**config.mk**
```make
export PLATFORM = sky130hd
export DESIGN_NAME = cag_addr_gen
export DESIGN_NICKNAME = d
export VERILOG_FILES = /design/src/common/cag_pkg.sv /design/src/logic/cag_addr_gen.sv
export SDC_FILE = /design/constraint.sdc
export NUM_CORES = 1
export LEC_CHECK = 0
export BUFFER_PORTS_ARGS = -buffer_cell sky130_fd_sc_hd__clkbuf_2
export CAP_MARGIN = 20
export CELL_PAD_IN_SITES_DETAIL_PLACEMENT = 0
export CELL_PAD_IN_SITES_GLOBAL_PLACEMENT = 2
export CORE_ASPECT_RATIO = 0.8
export CORE_MARGIN = 10
export CORE_UTILIZATION = 26
export CTS_BUF_LIST = sky130_fd_sc_hd__clkbuf_4
export CTS_CLUSTER_DIAMETER = 30
export CTS_CLUSTER_SIZE = 28
export DETAILED_ROUTE_END_ITERATION = 10
export PLACE_DENSITY = 0.8
export SYNTH_ARGS = -nofsm -noshare
export SYNTH_HDL_FRONTEND = slang
export SYNTH_SLANG_ARGS = --single-unit
```
**constraint.sdc**
```tcl
create_clock -name CLK -period 3.8 [get_ports CLK]
set_input_delay 0.95 -clock CLK [delete_from_list [all_inputs] [get_ports CLK]]
set_output_delay 0.95 -clock CLK [all_outputs]
set_load 0.03 [all_outputs]
```
**src/common/cag_pkg.sv**
```systemverilog
// package: constants and types for the cpu address generator
package cag_pkg;

    localparam int ADDR_W = 20;
    localparam int DATA_W = 16;

    // branch target kinds
    typedef enum logic [2:0] {
        CAG_BR_NONE,
        CAG_BR_REL8,
        CAG_BR_REL16,
        CAG_BR_IMM20,
        CAG_BR_IMM16,
        CAG_BR_TABLE,
        CAG_BR_REGIND
    } cag_br_kind_t;

    // instruction classes seen by the generator
    typedef enum logic [1:0] {
        CAG_CLS_OTHER,
        CAG_CLS_BRANCH,
        CAG_CLS_CALL
    } cag_cls_t;

    // data operand kinds
    typedef enum logic [2:0] {
        CAG_OP_NONE,
        CAG_OP_IMPLIED,
        CAG_OP_REG8,
        CAG_OP_REG16,
        CAG_OP_DIRECT,
        CAG_OP_DIRECT_SEG,
        CAG_OP_SHORT,
        CAG_OP_SHORT_WORD
    } cag_op_kind_t;

    typedef struct packed {
        cag_cls_t           cls;
        cag_br_kind_t       br_kind;
        logic [19:0]        imm20;
        logic [15:0]        disp;
        logic [4:0]         tbl_idx;
        logic [1:0]         pair_sel;
    } cag_br_req_t;

    typedef struct packed {
        cag_op_kind_t       kind;
        logic               is_unsigned_mul;
        logic [2:0]         reg_sel;
        logic [1:0]         pair_sel;
        logic [15:0]        addr16;
        logic [7:0]         short_byte;
    } cag_op_req_t;

    localparam logic [19:0] CAG_PC_RESET    = 20'h00000;
    localparam logic [3:0]  CAG_UPPER_ZERO  = 4'h0;
    localparam logic [3:0]  CAG_UPPER_F     = 4'hF;
    localparam logic [19:0] CAG_TBL_BASE    = 20'h00080;
    localparam logic [19:0] CAG_TBL_LAST    = 20'h000BF;
    localparam logic [19:0] CAG_SHORT_BASE  = 20'hFFE20;
    localparam logic [19:0] CAG_SHORT_LAST  = 20'hFFF1F;
    localparam logic [7:0]  CAG_SHORT_SPLIT = 8'h20;
    localparam logic [19:0] CAG_SHORT_HI    = 20'hFFF00;
    localparam logic [19:0] CAG_SHORT_LO    = 20'hFFE00;
    localparam logic [1:0]  CAG_PAIR_ACC    = 2'h0;
    localparam logic [2:0]  CAG_REG_X       = 3'h0;

endpackage : cag_pkg

```
**src/logic/cag_addr_gen.sv**
```systemverilog
// cpu address generator: branch targets and data operand addresses
`timescale 1ns/100ps

module cag_addr_gen
    import cag_pkg::*;
(
    // clock and reset
    input  wire logic               CLK,
    input  wire logic               SYS_RST,
    // branch request from decoder
    input  wire logic               BR_VALID,
    input  wire cag_br_req_t        BR_REQ,
    input  wire logic [19:0]        NEXT_PC,
    input  wire logic [3:0]         CODE_SEG,
    // table fetch port toward memory
    output logic                    TBL_RD,
    output logic [19:0]             TBL_ADDR,
    input  wire logic               TBL_ACK,
    input  wire logic [15:0]        TBL_DATA,
    // program counter result
    output logic [19:0]             PC,
    output logic                    PC_LOAD,
    output logic                    BR_ILLEGAL,
    output logic                    BR_BUSY,
    // data operand request
    input  wire logic               OP_VALID,
    input  wire cag_op_req_t        OP_REQ,
    input  wire logic [3:0]         EXTRA_SEG,
    // general register file
    input  wire logic [63:0]        REG_FILE,
    // operand result
    output logic [19:0]             OP_ADDR,
    output logic                    OP_ADDR_VALID,
    output logic [15:0]             OP_REG_VAL,
    output logic                    OP_REG_VALID,
    output logic                    OP_ILLEGAL
);

    typedef enum logic [1:0] {CAG_ST_IDLE, CAG_ST_FETCH} cag_state_t;

    cag_state_t     state_r;
    logic [19:0]    pc_r;
    logic           pc_load_r;
    logic           br_ill_r;
    logic [19:0]    tbl_addr_r;
    logic [19:0]    pc_nxt;
    logic           direct_ok;
    logic [15:0]    pair_val [4];
    logic [7:0]     reg_val [8];

    // =======================================================
    // register file views
    genvar gi;
    generate
        for (gi = 0; gi < 8; gi++)
        begin : g_reg
            assign reg_val[gi] = REG_FILE[gi*8 +: 8];
        end
        for (gi = 0; gi < 4; gi++)
        begin : g_pair
            assign pair_val[gi] = REG_FILE[gi*16 +: 16];
        end
    endgenerate

    // =======================================================
    // branch target formation
    always_comb
    begin
        pc_nxt    = pc_r;
        direct_ok = 1'b0;
        case (BR_REQ.br_kind)
            CAG_BR_REL8:
            begin
                // carry past bit 19 wraps
                pc_nxt    = NEXT_PC + {{12{BR_REQ.disp[7]}}, BR_REQ.disp[7:0]};
                direct_ok = (BR_REQ.cls == CAG_CLS_BRANCH);
            end
            CAG_BR_REL16:
            begin
                pc_nxt    = NEXT_PC + {{4{BR_REQ.disp[15]}}, BR_REQ.disp};
                direct_ok = (BR_REQ.cls == CAG_CLS_BRANCH);
            end
            CAG_BR_IMM20:
            begin
                pc_nxt    = BR_REQ.imm20;
                direct_ok = (BR_REQ.cls != CAG_CLS_OTHER);
            end
            CAG_BR_IMM16:
            begin
                pc_nxt    = {CAG_UPPER_ZERO, BR_REQ.imm20[15:0]};
                direct_ok = (BR_REQ.cls != CAG_CLS_OTHER);
            end
            CAG_BR_REGIND:
            begin
                pc_nxt    = {CODE_SEG, pair_val[BR_REQ.pair_sel]};
                direct_ok = (BR_REQ.cls == CAG_CLS_CALL)
                         || (BR_REQ.cls == CAG_CLS_BRANCH
                             && BR_REQ.pair_sel == CAG_PAIR_ACC);
            end
            default:
            begin
                pc_nxt    = pc_r;
                direct_ok = 1'b0;
            end
        endcase
    end

    // =======================================================
    // pc and table fetch sequencing
    always_ff @(posedge CLK)
    begin
        if (SYS_RST)
        begin
            state_r    <= CAG_ST_IDLE;
            pc_r       <= CAG_PC_RESET;
            pc_load_r  <= 1'b0;
            br_ill_r   <= 1'b0;
            tbl_addr_r <= CAG_TBL_BASE;
        end
        else
        begin
            pc_load_r <= 1'b0;
            br_ill_r  <= 1'b0;
            case (state_r)
                CAG_ST_IDLE:
                begin
                    if (BR_VALID)
                    begin
                        if (BR_REQ.br_kind == CAG_BR_TABLE)
                        begin
                            if (BR_REQ.cls == CAG_CLS_CALL)
                            begin
                                // each entry is two bytes
                                tbl_addr_r <= CAG_TBL_BASE
                                    + {14'h0000, BR_REQ.tbl_idx, 1'b0};
                                state_r    <= CAG_ST_FETCH;
                            end
                            else
                            begin
                                br_ill_r <= 1'b1;
                            end
                        end
                        else if (direct_ok)
                        begin
                            pc_r      <= pc_nxt;
                            pc_load_r <= 1'b1;
                        end
                        else
                        begin
                            br_ill_r <= 1'b1;
                        end
                    end
                end
                CAG_ST_FETCH:
                begin
                    if (TBL_ACK)
                    begin
                        pc_r      <= {CAG_UPPER_ZERO, TBL_DATA};
                        pc_load_r <= 1'b1;
                        state_r   <= CAG_ST_IDLE;
                    end
                end
                default:
                begin
                    state_r <= CAG_ST_IDLE;
                end
            endcase
        end
    end

    assign TBL_RD     = (state_r == CAG_ST_FETCH);
    assign TBL_ADDR   = tbl_addr_r;
    assign PC         = pc_r;
    assign PC_LOAD    = pc_load_r;
    assign BR_ILLEGAL = br_ill_r;
    assign BR_BUSY    = (state_r == CAG_ST_FETCH);

    // =======================================================
    // data operand addressing
    always_ff @(posedge CLK)
    begin
        if (SYS_RST)
        begin
            OP_ADDR       <= CAG_PC_RESET;
            OP_ADDR_VALID <= 1'b0;
            OP_REG_VAL    <= 16'h0000;
            OP_REG_VALID  <= 1'b0;
            OP_ILLEGAL    <= 1'b0;
        end
        else
        begin
            OP_ADDR_VALID <= 1'b0;
            OP_REG_VALID  <= 1'b0;
            OP_ILLEGAL    <= 1'b0;
            if (OP_VALID)
            begin
                case (OP_REQ.kind)
                    CAG_OP_IMPLIED:
                    begin
                        // only the unsigned multiply reads X implicitly
                        if (OP_REQ.is_unsigned_mul)
                        begin
                            OP_REG_VAL   <= {8'h00, reg_val[CAG_REG_X]};
                            OP_REG_VALID <= 1'b1;
                        end
                        else
                        begin
                            OP_ILLEGAL <= 1'b1;
                        end
                    end
                    CAG_OP_REG8:
                    begin
                        OP_REG_VAL   <= {8'h00, reg_val[OP_REQ.reg_sel]};
                        OP_REG_VALID <= 1'b1;
                    end
                    CAG_OP_REG16:
                    begin
                        OP_REG_VAL   <= pair_val[OP_REQ.pair_sel];
                        OP_REG_VALID <= 1'b1;
                    end
                    CAG_OP_DIRECT:
                    begin
                        OP_ADDR       <= {CAG_UPPER_F, OP_REQ.addr16};
                        OP_ADDR_VALID <= 1'b1;
                    end
                    CAG_OP_DIRECT_SEG:
                    begin
                        OP_ADDR       <= {EXTRA_SEG, OP_REQ.addr16};
                        OP_ADDR_VALID <= 1'b1;
                    end
                    CAG_OP_SHORT, CAG_OP_SHORT_WORD:
                    begin
                        // low byte 20H..FFH lands in FFE20H.., 00H..1FH in FFF00H..
                        OP_ADDR <= (OP_REQ.short_byte >= CAG_SHORT_SPLIT)
                            ? (CAG_SHORT_LO | {12'h000, OP_REQ.short_byte})
                            : (CAG_SHORT_HI | {12'h000, OP_REQ.short_byte});
                        OP_ADDR_VALID <= 1'b1;
                    end
                    default:
                    begin
                        OP_ILLEGAL <= 1'b1;
                    end
                endcase
            end
        end
    end

    // =======================================================
    // checks
    a_rel_target: assert property (@(posedge CLK) disable iff (SYS_RST)
        (state_r == CAG_ST_IDLE && BR_VALID && BR_REQ.br_kind == CAG_BR_REL8
         && BR_REQ.cls == CAG_CLS_BRANCH)
        |=> PC_LOAD && PC == $past(NEXT_PC) + {{12{$past(BR_REQ.disp[7])}},
                                           $past(BR_REQ.disp[7:0])})
        else $error("relative target wrong");
    a_rel_class_only: assert property (@(posedge CLK) disable iff (SYS_RST)
        (state_r == CAG_ST_IDLE && BR_VALID && BR_REQ.br_kind == CAG_BR_REL16
         && BR_REQ.cls != CAG_CLS_BRANCH) |=> BR_ILLEGAL && !PC_LOAD)
        else $error("relative used outside branch");
    a_imm16_upper: assert property (@(posedge CLK) disable iff (SYS_RST)
        PC_LOAD && $past(BR_REQ.br_kind) == CAG_BR_IMM16
        && $past(state_r) == CAG_ST_IDLE |-> PC[19:16] == CAG_UPPER_ZERO)
        else $error("short immediate upper nibble set");
    a_tbl_range: assert property (@(posedge CLK) disable iff (SYS_RST)
        TBL_RD |-> TBL_ADDR >= CAG_TBL_BASE && TBL_ADDR < CAG_TBL_LAST
                   && !TBL_ADDR[0])
        else $error("table address out of area");
    a_tbl_pc_64k: assert property (@(posedge CLK) disable iff (SYS_RST)
        TBL_RD && TBL_ACK |=> PC_LOAD && PC == {CAG_UPPER_ZERO, $past(TBL_DATA)})
        else $error("table target wrong");
    a_regind_seg: assert property (@(posedge CLK) disable iff (SYS_RST)
        (state_r == CAG_ST_IDLE && BR_VALID && BR_REQ.br_kind == CAG_BR_REGIND
         && BR_REQ.cls == CAG_CLS_BRANCH && BR_REQ.pair_sel != CAG_PAIR_ACC)
        |=> BR_ILLEGAL)
        else $error("branch via non accumulator pair accepted");
    a_direct_upper: assert property (@(posedge CLK) disable iff (SYS_RST)
        OP_VALID && OP_REQ.kind == CAG_OP_DIRECT
        |=> OP_ADDR_VALID && OP_ADDR[19:16] == CAG_UPPER_F)
        else $error("direct upper nibble not F");
    a_short_window: assert property (@(posedge CLK) disable iff (SYS_RST)
        OP_VALID && OP_REQ.kind == CAG_OP_SHORT
        |=> OP_ADDR >= CAG_SHORT_BASE && OP_ADDR <= CAG_SHORT_LAST
            && OP_ADDR[7:0] == $past(OP_REQ.short_byte))
        else $error("short direct outside window");
    a_extra_upper: assert property (@(posedge CLK) disable iff (SYS_RST)
        OP_VALID && OP_REQ.kind == CAG_OP_DIRECT_SEG
        |=> OP_ADDR == {$past(EXTRA_SEG), $past(OP_REQ.addr16)})
        else $error("extra segment address wrong");

endmodule : cag_addr_gen

```
# ---- Yosys cells after proc, flatten, opt, wreduce, memory -nomap -nowiden
# Cells that the tools add are included.
dict set report word_totals {
  reg_bits 83
  word_cells 106
}
dict set report op_classes {
  bitwise_logic 6
  n_addsub 3
  mux 38
  n_eq_ne 24
  reduce_logical 21
  order_cmp 4
}
# operator n
set op_table {}
lappend op_table {{20-bit one-hot mux with 5 select lines} 1}
lappend op_table {{16-bit 2-to-1 mux} 5}
lappend op_table {{20-bit 2-to-1 mux} 4}
lappend op_table {{16-bit binary-select mux with 2-bit select} 2}
lappend op_table {{20-bit one-hot mux with 3 select lines} 1}
lappend op_table {{16-bit one-hot mux with 3 select lines} 1}
lappend op_table {{20-bit adder} 2}
lappend op_table {{20-bit one-hot mux with 2 select lines} 1}
lappend op_table {{8-bit binary-select mux with 3-bit select} 1}
lappend op_table {{3-bit equality test (second input constant)} 7}
lappend op_table {{8-bit 2-to-1 mux} 2}
lappend op_table {{2-bit != test (second input constant)} 7}
lappend op_table {{3-bit by 2-bit equality test with 1-bit output (second input constant)} 4}
lappend op_table {{1-bit 2-to-1 mux} 10}
lappend op_table {{2-bit OR reduction} 5}
lappend op_table {{8-bit by 6-bit adder with 9-bit output (first input constant)} 1}
lappend op_table {{9-bit 2-to-1 mux} 1}
lappend op_table {{8-bit by 6-bit >= comparator with 1-bit output (second input constant)} 1}
lappend op_table {{2-bit 2-to-1 mux} 4}
lappend op_table {{4-bit AND reduction} 2}
lappend op_table {{3-bit by 1-bit equality test with 1-bit output (second input constant)} 2}
lappend op_table {{3-bit >= comparator (second input constant)} 2}
lappend op_table {{6-bit by 1-bit != test with 1-bit output (second input constant)} 1}
lappend op_table {{2-bit NOT with 3-bit output} 2}
lappend op_table {{other kinds (19)} 27}

# ---- Longest topological paths before layout
dict set report logic_depth {
  ltp_word 9
  depth_mapped 14
  depth_no_buf 13
}

# ---- Worst setup path before layout
# No wires, ideal clock.
dict set report synth_path {
  path_type {input port to flip-flop}
  start {in BR_REQ[43] (netlist name)}
  end {reg pc_r[19] (netlist: PC[19])}
  arrival_ns 3.453
  cell_stages 13
  n_path_buf 1
  required_time_ns 3.697
  setup_slack_ns 0.244
  cell_sequence {buf_2 -> nand2b_1 -> o21ai_1 -> nand2_1 -> ha_1 -> nand2_1 -> nor2_1 -> a211oi_1 -> o31a_4 -> o21ai_2 -> a221o_1 -> and4_4 -> a2111oi_2}
}
dict set report synth_via {
  elab_chain_cells 6
  elab_cells_between_ends 18
}
# item line
set synth_rtl {}
lappend synth_rtl {{from (decl)} cag_addr_gen.sv:12} ;# input wire cag_br_req_t BR_REQ,
lappend synth_rtl {{3-bit equality test (tied with other cells)} cag_addr_gen.sv:71} ;# case (BR_REQ.br_kind)
lappend synth_rtl {{20-bit one-hot mux with 5 select lines} cag_addr_gen.sv:71}
lappend synth_rtl {{20-bit 2-to-1 mux} cag_addr_gen.sv:143} ;# else if (direct_ok)
lappend synth_rtl {{20-bit 2-to-1 mux} cag_addr_gen.sv:129} ;# if (BR_REQ.br_kind == CAG_BR_TABLE)
lappend synth_rtl {{20-bit 2-to-1 mux} cag_addr_gen.sv:127} ;# if (BR_VALID)
lappend synth_rtl {{20-bit one-hot mux with 2 select lines} cag_addr_gen.sv:124} ;# case (state_r)
lappend synth_rtl {{to (signal assigned)} cag_addr_gen.sv:145} ;# pc_r <= pc_nxt;
lappend synth_rtl {{to (signal assigned)} cag_addr_gen.sv:158} ;# pc_r <= {CAG_UPPER_ZERO, TBL_DATA};
lappend synth_rtl {{to (decl)} cag_addr_gen.sv:42} ;# logic [19:0] pc_r;
# Parallel ways exist; a longest one is shown, timed or not. The select of a mux whose other input is x is not followed.
# A chain may end at the register's enable or synchronous reset.

# ---- Final worst setup path
# Ends and elaborated chain as after synthesis.

==> impl_metrics.py <==
metrics = {
    "clocking": {
        "clkTransAtPathRegs_ns": 0.14,
        "cts.path.max_buffers": 2,
        "cts_tree": "done",
        "cts_setup_buffers": 0,
        "ctsHoldBuffers": 0,
        "cts_made_buffers": 9,
        "cts.sinks": 67,
        "cts-root-buf": "clkbuf_4",
        "cts_resized": 0,
        "insertion_delay_ns": 0.44,
        "cts_max_level": 3,
    },
    "global_route": {
        "grt_pass1_vias": 5947,
        "grt_max_degree": 38,
        "grt_first_pass_wirelength_mm": 36.8,
        "grt.total_usage_pct": 17.3,
        "antenna_found_initial": 1,
        "grt_overflow": 0,
    },
    "logic_synthesis": {
        "async_reset_ff_share_pct": 0,
        "netlist_instances": 612,
        "synth.avg_cell_area_sq_um": 9.05,
        "ys_seq_elements": 67,
        "yosysSeqAreaShare_pct": 24.2,
        "synth.area.top_cells": "dfxtp_1 (24%), mux4_2 (20%), nor2_1 (5.7%)",
        "syn-cell-area_sq_mm": 0.00554,
        "yosysTopAreaCellShare_pct": 24.2,
        "synth.distinct_cells": 66,
        "yosysWarningCount": 0,
        "synth_edf_count": 0,
        "synth-main-ff-cell": "dfxtp_1",
        "yosysTopAreaCell": "dfxtp_1",
    },
    "critical_path": {
        "crit_path_start_kind": "input port",
        "path_cells": "clkbuf_2 > nand2b_1 > o21ai_1 > buf_4 > nand2_1 > ha_1 > and3_2 > a221o_1 > a221o_1 > and4_4 > a2111oi_2",
        "slowest_stage": "ha_1",
        "end_kind": "register",
        "cpPeakStageDelay_ns": 0.41,
        "critPathMostFrequentCell": "a221o_1",
        "critPathKind": "input port to register",
        "critPathTopFamily": "compound AO/OA/AOI/OAI gates",
        "required_ns": 4.16,
        "critPathBufInv": 2,
        "crit_fanout": 7,
        "worstPathArrival_ns": 3.54,
    },
    "flow_run": {
        "cap_violations": 0,
    },
    "timing": {
        "finalSetupViolCount": 0,
        "maxSlewHeadroom_pct": 45.9,
        "worstMarginPinSlew_ns": 0.809,
        "hold_viol": 0,
        "slew_violations": 0,
        "fin_skew_ns": 0.0226,
        "timing.final.ws_setup_ns": 0.624,
        "finalCriticalPeriod_ns": 3.18,
        "period_share_pct": 83.6,
        "clock.fmax_ghz": 0.315,
        "fin_setup_tns_ns": 0,
        "rsz0062_at_grt": "no",
    },
    "detailed_routing": {
        "drt_iter0_markers": 357,
        "avgViaCountPerCell": 5.09,
        "drc": 0,
        "vias": 5795,
        "finalWirelength_mm": 24.9,
        "wl_per_cell_um": 21.9,
        "ant_nets": 0,
        "drt-pass1-iter-count": 4,
    },
    "power": {
        "powerDensity_mw_per_mm2": 304,
        "totalPowerFinal_mw": 2.21,
        "peakVddDrop_v": 0.000127,
        "p_leak_nw": 3.31,
    },
    "placed_design": {
        "io_buffers": 261,
        "dpl_cell_area_sq_mm": 0.00711,
        "place_ws_ns": 0.168,
        "dp_hpwl_mm": 20.7,
        "placedCellCount": 1121,
        "gp_congestion": 0.913,
    },
    "die": {
        "dieArea_sq_mm": 0.0276,
        "dieHeight_um": 151,
        "die_w_um": 183,
        "fp-row-count": 47,
        "ios": 277,
        "fp.coreArea_sq_mm": 0.0208,
        "floorplan.initialDensity_pct": 26.6,
    },
    "finish": {
        "mostFrequentLayoutCells": "clkbuf_2 (261), nor2_1 (84), dfxtp_1 (67), nand2_1 (59), mux4_2 (48)",
        "final_common_cell": "clkbuf_2",
        "ff_latch_area_sq_mm": 0.00134,
        "multi_input_area_sq_mm": 0.00392,
        "drive_gt1_share_pct": 41.9,
        "fill_cells": 2258,
        "instances_no_fill": 1138,
        "final_nets": 1080,
        "area_delta_synth_final_pct": 31.4,
        "fin_area_sq_mm": 0.00727,
    },
    "run_status": {
        "outcome": "complete, no violations",
    },
    "hold_path": {
        "hp-class": "register to register",
    },
}
==> logic make-up (layout without fill, tap and decap cells) <==
| family | count (synthesis) | after routing | synth area share [%] |
|---|---|---|---|
| buffers and inverters | 64 | 307 | 5.92 |
| xor gates and xnor gates | 15 | 15 | 2.37 |
| other | 2 | 16 | 0.136 |
| DFF | 67 | 67 | 24.2 |
| adders and majority gates | 23 | 23 | 5.33 |
| muxes | 72 | 72 | 23.9 |
| AOI/OAI and AO/OA | 163 | 163 | 21.6 |
| and+or+nand+nor | 206 | 206 | 16.6 |
==> final timing paths <==
kind / start / end / slack [ns] / depth (start not counted)
setup / recovery: BR_REQ[43] / PC[19] / 0.62 / 11
hold / removal: PC[3] / PC[3] / 0.46 / 2
setup reg to reg: state_r[0] / PC[19] / 1.70 / 6
hold reg to reg: PC[3] / PC[3] / 0.46 / 2
==> sequential cells by signal, indices dropped and copies added, names as in the netlist <==
register / cells
OP_ILLEGAL: 1
OP_REG_VAL: 16
TBL_ADDR: 5
PC: 20
OP_ADDR_VALID: 1
BR_ILLEGAL: 1
PC_LOAD: 1
OP_ADDR: 20
state_r: 1
OP_REG_VALID: 1
==> synth_stat cells, types with 5 or more instances <==
library cell  count
xnor2_1           6
ha_1             22
buf_2            10
o22ai_1          10
a21oi_1          28
o21ai_0          21
nand2b_1          6
o21a_1            7
mux2i_1          23
inv_1             5
clkbuf_1         27
o211ai_1          7
a22oi_1          12
buf_4            18
a221oi_1         11
xor2_1            9
nor3_1           28
dfxtp_1          67
a211oi_1         29
nor2_1           84
nor2b_1           5
mux4_2           48
nand2_1          59
a21o_1            5
==> routing by layer <==
layer  track usage, %  part of all wire [%]  up-vias
li1                 -                     -     2820
met1             24.0                    48     2755
met2             26.2                    44      209
met3             4.96                   7.5       11
met4             3.11                  0.92        0
met5                0                     0        -
==> tightest hold or removal path, cell delays in order (launching register included) <==
cell     delay (ns)
dfxtp_1        0.32
nand2_1        0.05
a21oi_1        0.05
==> cell type report <==
type,instances,share of cell area [%]
Antenna cell,1,0.0344
Clock buffer,10,1.03
Clock inverter,6,1.22
Inverter,5,0.258
Multi-Input combinational cell,494,53.9
Sequential cell,67,18.4
Tap cell,269,4.63
Timing Repair Buffer,286,20.5
==> metrics by stage <==
stage | hold slack (ns) | utilization (%)
6_report | 0.455 | 34.9
5_1_grt | 0.481 | 34.9
4_1_cts | 0.460 | 34.9
3_5_place_dp | 0.444 | 34.1
3_3_place_gp | 0.440 | 34.1
2_1_floorplan | 0.576 | -
==> where the power goes <==
group	switching (mW)	total, mW	internal, mW
Sequential	0.0194	0.758	0.739
Combinational	0.510	0.877	0.367
Clock	0.298	0.573	0.275
No activity file was read; power rests on OpenSTA's default activity.
